`config.mk`:
```
export PLATFORM = sky130hd
export DESIGN_NAME = event_flag_handler
export DESIGN_NICKNAME = d
export VERILOG_FILES = /design/src/rtl/event_flag_pkg.sv /design/src/rtl/event_edge_latch.sv /design/src/rtl/event_flag_handler.sv
export VERILOG_INCLUDE_DIRS = /design/src /design/src/rtl
export SDC_FILE = /design/constraint.sdc
export NUM_CORES = 1
export LEC_CHECK = 0
export CORE_MARGIN = 4
export CORE_UTILIZATION = 55
export CTS_CLUSTER_SIZE = 28
export DETAILED_ROUTE_END_ITERATION = 12
export DONT_BUFFER_PORTS = 1
export GPL_TIMING_DRIVEN = 0
export HOLD_SLACK_MARGIN = 0.02
export PLACE_DENSITY = 0.73
export REMOVE_ABC_BUFFERS = 1
export SLEW_MARGIN = 30
export SYNTH_ARGS = -nofsm -noshare
export SYNTH_HDL_FRONTEND = slang
export SYNTH_SLANG_ARGS = --single-unit
```
`constraint.sdc`:
```
create_clock -name clk -period 1.1 [get_ports clk]
set_input_delay 0.055 -clock clk [delete_from_list [all_inputs] [get_ports clk]]
set_output_delay 0.055 -clock clk [all_outputs]
set_load 0.05 [all_outputs]
```
`src/rtl/event_flag_map.svh`:
```
// register offsets, field positions and reset values of the event flag handler
`ifndef EVENT_FLAG_MAP_SVH
`define EVENT_FLAG_MAP_SVH

`define EVT_OFF_FLAGS 4'h0
`define EVT_OFF_ENABLES 4'h1
`define EVT_OFF_TOP_CODE 4'h2
`define EVT_OFF_LEVEL_SUMMARY 4'h3
`define EVT_OFF_IRQ_MASK 4'h4
`define EVT_RST_FLAGS 8'h00
`define EVT_RST_ENABLES 8'h00
`define EVT_RST_IRQ_MASK 8'h00
`define EVT_NO_FLAG_CODE 8'hff
`define EVT_SUM_LOW_BIT 0
`define EVT_SUM_HIGH_BIT 1
`define EVT_HIGH_FIRST 4

`endif

```
`src/rtl/event_flag_pkg.sv`:
```
// types shared by the event flag handler files
package event_flag_pkg;
    typedef logic [7:0] byte_t;
    typedef logic [3:0] reg_addr_t;
    typedef enum logic [1:0] {
        ACC_IDLE = 2'b00,
        ACC_READ = 2'b01,
        ACC_WRITE = 2'b10
    } access_e;
endpackage

```
`src/rtl/event_edge_latch.sv`:
```
// one event flag: input synchroniser, rising edge detector and sticky flag
`timescale 1ns/100ps
`default_nettype none
module event_edge_latch (
    input wire logic clk,
    input wire logic rst,
    input wire logic source_pin,
    input wire logic enable,
    input wire logic clear,
    output logic flag
);
    logic sync1_reg; // first stage, read only by sync2
    logic sync2_reg; // second stage
    logic prev_reg; // last sampled level for edge detect
    logic rise; // rising edge seen this cycle

    // two flops before any logic looks at the pin
    always_ff @(posedge clk) begin
        if (rst) begin
            sync1_reg <= 1'b0;
            sync2_reg <= 1'b0;
            prev_reg <= 1'b0;
        end else begin
            sync1_reg <= source_pin;
            sync2_reg <= sync1_reg;
            prev_reg <= sync2_reg;
        end
    end

    // edge only counts while enabled
    assign rise = enable & sync2_reg & ~prev_reg;

    // sticky flag, set beats clear so no event is lost
    always_ff @(posedge clk) begin
        if (rst) begin
            flag <= 1'b0;
        end else if (rise) begin
            flag <= 1'b1;
        end else if (clear) begin
            flag <= 1'b0;
        end
    end
endmodule // event_edge_latch
`default_nettype wire

```
`src/rtl/event_flag_handler.sv`:
```
// event flag handler: eight latched event sources in two priority levels
//
// Added by the designer: strobed register access and the placing of the registers.
`timescale 1ns/100ps
`default_nettype none
`include "event_flag_map.svh"
module event_flag_handler #(
    parameter int NUM_SOURCES = 8, // fixed by the register layout
    parameter int HIGH_FIRST = `EVT_HIGH_FIRST // lowest source number of the high level
) (
    input wire logic clk,
    input wire logic rst,
    input wire logic [7:0] event_source,
    input wire logic [3:0] reg_addr,
    input wire logic [7:0] reg_wdata,
    input wire logic reg_write,
    input wire logic reg_read,
    output logic [7:0] reg_rdata,
    output logic cpu_event_input_a,
    output logic cpu_event_input_b,
    output logic irq
);
    // the registers are one byte wide, so only eight sources fit
    initial begin
        if (NUM_SOURCES != 8 || HIGH_FIRST < 1 || HIGH_FIRST > 7) begin
            $error("event_flag_handler: unsupported NUM_SOURCES or HIGH_FIRST");
        end
    end

    event_flag_pkg::byte_t event_flags; // latched flags, one per source
    event_flag_pkg::byte_t event_enables_reg; // per-source latch enables
    event_flag_pkg::byte_t irq_mask_reg; // per-flag interrupt mask
    event_flag_pkg::byte_t top_event_code; // highest set flag number
    event_flag_pkg::byte_t event_level_summary; // level summary bits
    event_flag_pkg::byte_t clear_bits; // one-cycle clear per flag
    event_flag_pkg::byte_t rdata_next; // read mux output
    event_flag_pkg::access_e access; // decoded bus access
    logic high_level_pending; // any high flag
    logic low_level_pending; // any low flag
    logic flags_sel; // address hits flag register

    // decode the strobe pair; master never raises both
    always_comb begin
        if (reg_write) begin
            access = event_flag_pkg::ACC_WRITE;
        end else if (reg_read) begin
            access = event_flag_pkg::ACC_READ;
        end else begin
            access = event_flag_pkg::ACC_IDLE;
        end
    end

    assign flags_sel = (reg_addr == `EVT_OFF_FLAGS);

    // write one clears, zero leaves the flag alone
    assign clear_bits = (access == event_flag_pkg::ACC_WRITE && flags_sel) ? reg_wdata : 8'h00;

    // one latch per source, flag bit n fed by source n
    genvar gi;
    generate
        for (gi = 0; gi < NUM_SOURCES; gi = gi + 1) begin : g_src
            event_edge_latch u_latch (
                .clk(clk),
                .rst(rst),
                .source_pin(event_source[gi]),
                .enable(event_enables_reg[gi]),
                .clear(clear_bits[gi]),
                .flag(event_flags[gi])
            );
        end
    endgenerate

    // enable register, plain read-write
    always_ff @(posedge clk) begin
        if (rst) begin
            event_enables_reg <= `EVT_RST_ENABLES;
        end else if (access == event_flag_pkg::ACC_WRITE && reg_addr == `EVT_OFF_ENABLES) begin
            event_enables_reg <= reg_wdata;
        end
    end

    // interrupt mask register, same layout as the flags
    always_ff @(posedge clk) begin
        if (rst) begin
            irq_mask_reg <= `EVT_RST_IRQ_MASK;
        end else if (access == event_flag_pkg::ACC_WRITE && reg_addr == `EVT_OFF_IRQ_MASK) begin
            irq_mask_reg <= reg_wdata;
        end
    end

    // level summary from the latched flags, never the raw pins
    assign high_level_pending = |event_flags[7:HIGH_FIRST];
    assign low_level_pending = |event_flags[HIGH_FIRST-1:0];

    // upper summary bits always zero
    always_comb begin
        event_level_summary = 8'h00;
        event_level_summary[`EVT_SUM_HIGH_BIT] = high_level_pending;
        event_level_summary[`EVT_SUM_LOW_BIT] = low_level_pending;
    end

    // priority encoder: scan upward so the highest set flag wins
    always_comb begin
        top_event_code = `EVT_NO_FLAG_CODE;
        for (int i = 0; i < NUM_SOURCES; i++) begin
            if (event_flags[i]) begin
                top_event_code = 8'(i);
            end
        end
    end

    // cpu requests follow the latched flags, so they hold until cleared
    assign cpu_event_input_a = high_level_pending;
    assign cpu_event_input_b = low_level_pending;

    // one level interrupt while any unmasked flag stands
    assign irq = |(event_flags & irq_mask_reg);

    // read mux; unmapped addresses answer zero
    always_comb begin
        case (reg_addr)
            `EVT_OFF_FLAGS: rdata_next = event_flags;
            `EVT_OFF_ENABLES: rdata_next = event_enables_reg;
            `EVT_OFF_TOP_CODE: rdata_next = top_event_code;
            `EVT_OFF_LEVEL_SUMMARY: rdata_next = event_level_summary;
            `EVT_OFF_IRQ_MASK: rdata_next = irq_mask_reg;
            default: rdata_next = 8'h00;
        endcase
    end

    // read data registered, valid only the cycle after the strobe
    always_ff @(posedge clk) begin
        if (rst) begin
            reg_rdata <= 8'h00;
        end else if (access == event_flag_pkg::ACC_READ) begin
            reg_rdata <= rdata_next;
        end else begin
            reg_rdata <= 8'h00;
        end
    end
endmodule // event_flag_handler
`default_nettype wire

```
==> results of run 1 <==
cells by family (layout without fill, tap and decap cells):
family / count (synthesis) / count (layout)
compound gates: 43 / 43
buf+inv: 15 / 47
flops: 56 / 56
mux: 16 / 16
simple gates: 92 / 92
stage by stage:
step,total power [W],setup WS [ns],hold slack [ns]
after floorplan,0.00221,-0.373,0.127
after global placement,0.00223,-0.568,0.131
after detailed placement,0.00223,-0.733,0.132
after CTS,0.00344,-0.395,-0.0334
after global routing,0.00357,-0.420,0.0280
final,0.00342,-0.369,0.0246
repair_timing:
item,CTS,global route
pin swaps,4,7
hold buffers,22,1
setup endpoints to repair,11,18
resized for setup,20,24
buffers inserted,5,8
hold endpoints to repair,51,1
power breakdown:
part           internal [W]  total [W]  switching [W]
Combinational      0.000111   0.000220       0.000109
Clock              0.000515    0.00112       0.000608
Sequential          0.00206    0.00208      0.0000200
cells in the mapped netlist (all sizes together) (3+ instances only):
master,number,area share [%]
a22oi,10,3.5
nor2,37,6.5
mux2i,16,7.5
nand3,8,1.9
a31oi,3,0.88
buf,6,1.7
dfxtp,56,53
a22o,8,3.3
nand2,11,1.9
a21oi,14,3.3
nor2b,25,7.4
inv,4,0.71
nor4,4,1.9
clkbuf,5,0.88
area by class of cell:
| type | count | area [µm²] | share of cell area (%) |
|---|---|---|---|
| inverter | 4 | 25.0 | 0.929 |
| timing repair buffer | 35 | 338 | 12.5 |
| clock buffer | 8 | 90.1 | 3.34 |
| tap | 48 | 60.1 | 2.23 |
| multi-input combinational | 151 | 1030 | 38.4 |
| sequential | 56 | 1150 | 42.6 |
metal layers:
layer	global-route usage (%)	share of wire (%)	vias to the layer above
met5	0	0	-
met4	11.1	3.8	0
met3	6.62	8.7	24
met2	31.4	47	91
met1	23.7	40	832
li1	-	-	834
how the worst max path moves through the flow:
stage | to | slack [ns] | from | cells past startpoint
final | irq | -0.37 | g_src[2].u_latch.flag | 2
after detailed placement | reg_rdata[2] | -0.73 | g_src[5].u_latch.flag | 4
after global placement | reg_rdata[2] | -0.57 | g_src[5].u_latch.flag | 4
after CTS | irq | -0.40 | g_src[7].u_latch.flag | 2
after global routing | irq | -0.42 | g_src[4].u_latch.flag | 2
after floorplan | reg_rdata[2] | -0.37 | g_src[5].u_latch.flag | 4
==> metrics.cfg, run 1 <==
[synth]
ys_seq_elements = 56
synth_compound_area_share_pct = 14.2
syn-instance-count = 222
yosys_warnings = 0
seq_area_frac_synth_pct = 52.7
synth_simple_gate_area_share_pct = 22.3
synth-edff-count = 0
yosysUniqueCellTypes = 28
synth_top_family_by_area = simple AND/OR/NAND/NOR gates
synth_fa_ha_area_share_pct = 0
synth_xor_area_share_pct = 0
ys.flop_type = dfxtp_1
synth.mux.area_fraction_pct = 7.53
synth.avg_cell_area_um2 = 9.58
syn_area_um2 = 2130
ys_async_sr_fraction_pct = 0

[setup_path]
r2r_slack_ns = -0.28
cp_slowest_cell = nand4_1
setup.worst_path.class = reg -> out
regToRegEndpoint = reg_rdata[1]
crit_buf_inv = 0
reg2reg_depth = 6
arrival_ns = 1.41
cp_cell_sequence = a22oi_2 > nand4_1
slowest_delay_ns = 0.54
timing.rr.start = g_src[6].u_latch.flag
crit_family = simple AND/OR/NAND/NOR gates
path_max_fanout = 4
worstPathRequired_ns = 1.04
worstSetupStartpointType = flip-flop
end_kind = output pin

[global_routing]
antenna_found_initial = 0
grtUsageTotal_pct = 19.9
grt_pass1_wl_um = 7790
grt_pass1_vias = 1651
grt_max_degree = 43
grt-ovfl-total = 0

[timing]
slew-limit-headroom_pct = 25.5
fmax_mhz = 681
clock_skew_ns = 0.00703
hold_viol_final = 0
tns_ns = -2.15
min_period_ns = 1.47
drv_slew = 0
grt_setup_unrepaired = true
worst_slack_ns = -0.369
setup_viol_count_final = 11
worst_pin_slew_ns = 1.10
period_share_pct = 134

[route]
initialDrtViolationCount = 186
viasPerCell = 5.90
routed_wl_um = 5150
drt_first_pass_iters = 4
wl_per_cell_um = 17.0
drtAntennaViolNets = 0
drc = 0
vias = 1781

[clock_tree]
cts-buffers-inserted = 5
insertion_delay_ns = 0.31
clock_sinks = 56
cts_tree = done
cts-root-buf = clkbuf_8
cts.clk_slew.worst_paths_ns = 0.09
htreeDepth = 2
clock_path_buffers = 2

[status]
status = finished with violations
violations = negative setup slack

[placed_design]
placed_cells = 259
placed_area_um2 = 2130
io_buffer_count = 0
gp_congestion = 0.832
hpwlAfterDp_um = 2860

[die]
fp.dieW_um = 70.2
ios = 35
start_util_pct = 57.7
core_area_um2 = 3690
die_area_um2 = 4930
fp.dieH_um = 70.2
fp-row-count = 22

[hold_path]
hold_path_class = in -> reg
hp-start = rst
hold-path-endpoint = g_src[7].u_latch.flag
min_delay_path_depth = 2

[layout]
final_core_util_pct = 73.0
nets = 277
diodes = 0
layout_common_cells = dfxtp_1, nor2_1, nor2b_1, dlygate4sd3_1, mux2i_1
areaGrowthSynthToFinish_pct = 26.6
drive_above_1_share_pct = 19.7
design_area_um2 = 2690
num-fill-cells = 269
instances_no_fill = 302
final_common_cell = dfxtp_1

[pwr]
leakagePower_nw = 0.976
ir_drop_mv = 0.952
p_per_area_nw_per_um2 = 1270

[job]
maxCapViolations = 0

(Power assumes the default switching activity.)
==> run 2: changes to the inputs <==
--- a/config.mk
+++ b/config.mk
@@ -14,7 +14,6 @@
 export GPL_TIMING_DRIVEN = 0
 export HOLD_SLACK_MARGIN = 0.02
 export PLACE_DENSITY = 0.73
-export REMOVE_ABC_BUFFERS = 1
 export SLEW_MARGIN = 30
 export SYNTH_ARGS = -nofsm -noshare
 export SYNTH_HDL_FRONTEND = slang
==> run 2 against run 1 <==
The run still ends with negative setup slack left. Maximum frequency is 2.1% higher. Clock-buffer cell count down 2. Final cell count increased by 1.3%. Cell area is 0.74% lower. Critical path depth did not move. Non-clock buffer count rose by 5. Clock skew rose by 0.0042 ns. Combinational power fell by 4%. First-iteration DRC count fell by 30%. Critical path type unchanged. Critical endpoint unchanged. Largest power group unchanged. Highest routed layer unchanged.
==> metrics.cfg, run 2 (synthesis results as in run 1) <==
[status]
status = finished with violations
violations = negative setup slack

[layout]
final_core_util_pct = 72.5  ; -0.54 points
num-fill-cells = 278  ; +3.3%
nets = 282  ; +1.8%
final_common_cell = dfxtp_1
diodes = 0  ; unchanged
layout_common_cells = dfxtp_1, nor2_1, nor2b_1, mux2i_1, dlygate4sd3_1
design_area_um2 = 2670  ; -0.74%
drive_above_1_share_pct = 20.9  ; +1.2 points
areaGrowthSynthToFinish_pct = 25.7

[die]
fp.dieH_um = 70.2  ; unchanged
fp.dieW_um = 70.2  ; unchanged
ios = 35  ; unchanged
start_util_pct = 57.7  ; unchanged
die_area_um2 = 4930  ; unchanged
core_area_um2 = 3690  ; unchanged
fp-row-count = 22  ; unchanged

[pwr]
leakagePower_nw = 0.964  ; -1.2%
p_per_area_nw_per_um2 = 1280  ; +0.51%
ir_drop_mv = 1.07  ; +12%
total_power_w = 0.00341  ; -0.24%

[clock_tree]
cts.clk_slew.worst_paths_ns = 0.10  ; about the same
insertion_delay_ns = 0.31  ; about the same
cts-root-buf = clkbuf_8
clock_path_buffers = 2  ; unchanged
cts-buffers-inserted = 5  ; unchanged
cts_tree = done
htreeDepth = 2  ; unchanged
clock_sinks = 56  ; unchanged

[setup_path]
arrival_ns = 1.38  ; -0.03 ns
setup.worst_path.class = reg -> out
timing.rr.start = g_src[7].u_latch.flag
worstPathRequired_ns = 1.04  ; about the same
path_max_fanout = 3  ; -1
crit_buf_inv = 0  ; unchanged
slowest_delay_ns = 0.55  ; about the same
crit_family = simple AND/OR/NAND/NOR gates
critical_path.startpoint = irq_mask_reg[3]
end_kind = output pin
cp_cell_sequence = a22oi_2 > nand4_1
cp_slowest_cell = nand4_1
worstSetupStartpointType = flip-flop

[route]
drt_first_pass_iters = 4  ; unchanged
drc = 0  ; unchanged
drtAntennaViolNets = 0  ; unchanged
routed_wl_um = 4910  ; -4.6%
wl_per_cell_um = 16.0  ; -5.9%
initialDrtViolationCount = 131  ; -30%
viasPerCell = 5.73  ; -2.9%
vias = 1752  ; -1.6%

[global_routing]
antenna_found_initial = 0  ; unchanged
met3_usage_pct = 6.47  ; -0.14 points
top_usage_layer = met2
grt_util_met1_pct = 25.9  ; +2.2 points
met2_usage_pct = 33.3  ; +1.9 points
grtUsageTotal_pct = 21.1  ; +1.2 points
grt_pass1_vias = 1692  ; +2.5%
grt-ovfl-total = 0  ; unchanged
grt_max_degree = 17  ; -60%
grt_pass1_wl_um = 8320  ; +6.8%

[timing]
clock_skew_ns = 0.0112  ; +0.00420 ns
hold_viol_final = 0  ; unchanged
grt_setup_unrepaired = true
drv_slew = 0  ; unchanged
setup_viol_count_final = 11  ; unchanged
min_period_ns = 1.44  ; -0.0304 ns
fmax_mhz = 695  ; +2.1%
worst_pin_slew_ns = 0.955  ; -0.147 ns
slew-limit-headroom_pct = 35.4  ; +9.9 points
worst_slack_ns = -0.338  ; +0.0304 ns
period_share_pct = 131  ; -2.8 points

[job]
maxCapViolations = 0  ; unchanged

[placed_design]
io_buffer_count = 0  ; unchanged
hpwlAfterDp_um = 3260  ; +14%
dp_worst_setup_slack_ns = -0.201  ; +0.532 ns
gp_congestion = 0.852  ; +2.4%
placed_area_um2 = 2220  ; +4.3%

[hold_path]
hp-start = reg_addr[2]
hold_path_class = in -> reg

[synth]
synth_nets = 246

run 2: worst reg2reg max path, delay by kind of cell, from the launching register on:
kind / cells / cell delay [ns]
AOI/OAI and AO/OA: 1 / 0.17
buffers and inverters: 2 / 0.32
DFF: 1 / 0.36
and+or+nand+nor: 2 / 0.51
run 2: metrics by stage:
stage	setup TNS [ns]	std cells	hold WS (ns)
floorplan	-0.129	222	0.183
global placement	-2.18	270	0.186
detailed placement	-2.39	270	0.189
CTS	-3.04	300	-0.0256
global route	-4.10	306	0.0377
finish	-3.09	306	0.0292
run 2: per-layer routing:
layer	vias up	wire (µm)	part of all wire, %
met5	-	0	0
met4	0	171	3.5
met3	18	315	6.4
met2	58	2290	47
met1	831	2130	43
li1	845	-	-
run 2: repair_timing:
item / CTS / global route
setup buffers: 7 / 6
setup endpoints to repair: 11 / 11
pin swaps: 10 / 4
hold buffers: 16 / 0
hold endpoints to repair: 34 / 0
gates resized for setup: 24 / 9
run 2: where the power goes:
part / switching, W / internal [W]
Clock: 0.000623 / 0.000503
Sequential: 0.0000206 / 0.00206
Combinational: 0.000110 / 0.000101
run 2: layout make-up:
cell class / count / area [µm²] / share of cell area, %
Tap cell: 48 / 60.1 / 2.25
Clock buffer: 6 / 82.6 / 3.09
Buffer: 11 / 55.1 / 2.06
Clock inverter: 1 / 8.76 / 0.328
Multi-Input combinational cell: 151 / 1030 / 38.4
Sequential cell: 56 / 1150 / 43.0
Inverter: 4 / 22.5 / 0.842
Timing Repair Buffer: 29 / 269 / 10.1
run 2: path summary, 6_finish.rpt:
kind	to	slack [ns]	depth (start not counted)
min	g_src[4].u_latch.flag	0.03	4
max reg2reg	reg_rdata[7]	-0.33	5
min reg2reg	g_src[7].u_latch.sync2_reg	0.44	1
max	irq	-0.34	2
==> run 3: changes to the inputs <==
--- a/config.mk
+++ b/config.mk
@@ -7,13 +7,12 @@
 export NUM_CORES = 1
 export LEC_CHECK = 0
 export CORE_MARGIN = 4
-export CORE_UTILIZATION = 55
+export CORE_UTILIZATION = 35
 export CTS_CLUSTER_SIZE = 28
 export DETAILED_ROUTE_END_ITERATION = 12
 export DONT_BUFFER_PORTS = 1
 export GPL_TIMING_DRIVEN = 0
 export HOLD_SLACK_MARGIN = 0.02
-export PLACE_DENSITY = 0.73
 export SLEW_MARGIN = 30
 export SYNTH_ARGS = -nofsm -noshare
 export SYNTH_HDL_FRONTEND = slang
==> run 3 against run 2 <==
Setup slack got worse by 0.0080 ns. Flip-flop and latch count unchanged. The flow still finishes with violations (negative setup slack). Die area is 50% higher. Sequential share of layout area fell by 0.81 points. Clock power grew 19%. Cell area increased by 2.2%. First-iteration DRC count shrank 53%. Highest routed layer unchanged. Total power increased by 6.5%. Non-clock buffer count decreased by 2. Sequential power hardly changed. Critical path depth is the same. Clock-buffer cell count stayed put.
==> metrics.cfg, run 3 (synthesis results as in run 1) <==
[clock_tree]
clock_sinks = 56  ; unchanged
clock_path_buffers = 2  ; unchanged
ctsHoldBuffers = 16  ; unchanged
cts_tree = done
htreeDepth = 2  ; unchanged
cts-root-buf = clkbuf_8
cts-buffers-inserted = 5  ; unchanged
cts.clk_slew.worst_paths_ns = 0.10  ; about the same
insertion_delay_ns = 0.31  ; about the same

[route]
wl_per_cell_um = 14.8  ; -7.6%
vias = 1704  ; -2.7%
drt_first_pass_iters = 4  ; unchanged
routed_wl_um = 4920  ; +0.20%
drc = 0  ; unchanged
initialDrtViolationCount = 61  ; -53%
drtAntennaViolNets = 0  ; unchanged
viasPerCell = 5.13  ; -10%

[layout]
nets = 280  ; -0.71%
layout_common_cells = dfxtp_1, nor2_1, nor2b_1, mux2i_1, dlygate4sd3_1
final_common_cell = dfxtp_1
multiInputGateArea_um2 = 1030  ; +0.61%
num-fill-cells = 563  ; +100%
design_area_um2 = 2730  ; +2.2%
register_area_um2 = 1150  ; +0.33%
diodes = 0  ; unchanged
areaGrowthSynthToFinish_pct = 28.5
drive_above_1_share_pct = 21.0  ; +0.081 points

[die]
fp-row-count = 28  ; +27%
die_area_um2 = 7390  ; +50%
fp.dieW_um = 86.0  ; +22%
ios = 35  ; unchanged
core_area_um2 = 5920  ; +61%
start_util_pct = 35.9  ; -22 points
fp.dieH_um = 86.0  ; +22%

[global_routing]
grt_pass1_vias = 1642  ; -3.0%
antenna_found_initial = 0  ; unchanged
grt-ovfl-total = 0  ; unchanged
grtUsageTotal_pct = 14.2  ; -6.9 points
grt_pass1_wl_um = 8190  ; -1.6%
grt_max_degree = 18  ; +1

[setup_path]
slowest_delay_ns = 0.56  ; about the same
arrival_ns = 1.39  ; about the same
path_max_fanout = 6  ; +3
r2r_slack_ns = -0.29  ; +0.04 ns
worstPathRequired_ns = 1.04  ; about the same
setup.worst_path.class = reg -> out
end_kind = output pin
cp_slowest_cell = nand4_1
cp_cell_sequence = a22oi_2 > nand4_1
worstSetupStartpointType = flip-flop

[timing]
hold_viol_final = 0  ; unchanged
worst_pin_slew_ns = 0.927  ; -0.0274 ns
clock_skew_ns = 0.00878  ; -0.00244 ns
fmax_mhz = 691  ; -0.55%
drv_slew = 0  ; unchanged
tns_ns = -2.56  ; +0.531 ns
grt_setup_unrepaired = true
slew-limit-headroom_pct = 37.3  ; +1.9 points
period_share_pct = 131  ; +0.73 points
setup_viol_count_final = 11  ; unchanged
min_period_ns = 1.45  ; +0.00798 ns
worst_slack_ns = -0.346  ; -0.00798 ns

[placed_design]
hpwlAfterDp_um = 3400  ; +4.1%
io_buffer_count = 0  ; unchanged
gp_congestion = 0.834  ; -2.1%
dp_worst_setup_slack_ns = -0.220  ; -0.0188 ns
placed_area_um2 = 2260  ; +1.5%

[pwr]
ir_drop_mv = 0.739  ; -31%
p_per_area_nw_per_um2 = 1330  ; +4.2%
leakagePower_nw = 0.973  ; +0.96%

[status]
status = finished with violations
violations = negative setup slack

[job]
maxCapViolations = 0  ; unchanged

[hold_path]
hold_path_class = in -> reg

[synth]
synth_nets = 246  ; unchanged

run 3: worst paths after layout:
path	depth (start not counted)	to	startpoint
max reg2reg	5	reg_rdata[2]	g_src[7].u_latch.flag
min	3	reg_rdata[1]	reg_addr[2]
min reg2reg	1	g_src[1].u_latch.sync2_reg	g_src[1].u_latch.sync1_reg
max	2	irq	g_src[3].u_latch.flag
run 3: repair_timing:
| action | 4_1_cts | 5_1_grt |
|---|---|---|
| pin swaps | 7 | 6 |
| resized for setup | 25 | 11 |
| setup endpoints to repair | 11 | 11 |
| buffers inserted | 9 | 2 |
| endpoints found under the hold margin | 34 | 1 |
run 3: routing by layer:
metal  global-route usage, %  part of all wire [%]
met5                       0                     0
met3                    4.51                   6.8
met1                    17.5                    45
met4                    4.89                   1.4
met2                    23.3                    46
run 3: power breakdown:
group / internal [W] / switching (W) / total [W]
Combinational: 0.000101 / 0.000109 / 0.000211
Clock: 0.000689 / 0.000662 / 0.00135
Sequential: 0.00205 / 0.0000201 / 0.00207
run 3: cell type report:
| type | instances | share of cell area (%) |
|---|---|---|
| Tap cell | 75 | 3.43 |
| Inverter | 4 | 1.24 |
| Buffer | 11 | 2.01 |
| Timing Repair Buffer | 27 | 9.29 |
| Clock inverter | 2 | 1.42 |
| Multi-Input combinational cell | 151 | 37.8 |
| Clock buffer | 6 | 2.65 |
| Sequential cell | 56 | 42.2 |
run 3: critical path, delay by kind of cell, from the launching register on:
family	cells	cell delay [ns]
simple gates	1	0.56
compound gates	1	0.14
flops	1	0.39
run 3: per-stage QoR:
stage | total power [W] | cells | utilization, % | hold WS [ns]
floorplan | 0.00225 | 222 | - | 0.183
global placement | 0.00228 | 297 | 38.1 | 0.186
detailed placement | 0.00228 | 297 | 38.1 | 0.189
CTS | 0.00367 | 330 | 45.1 | -0.0195
global route | 0.00378 | 332 | 46.2 | 0.0180
finish | 0.00363 | 332 | 46.2 | 0.00705
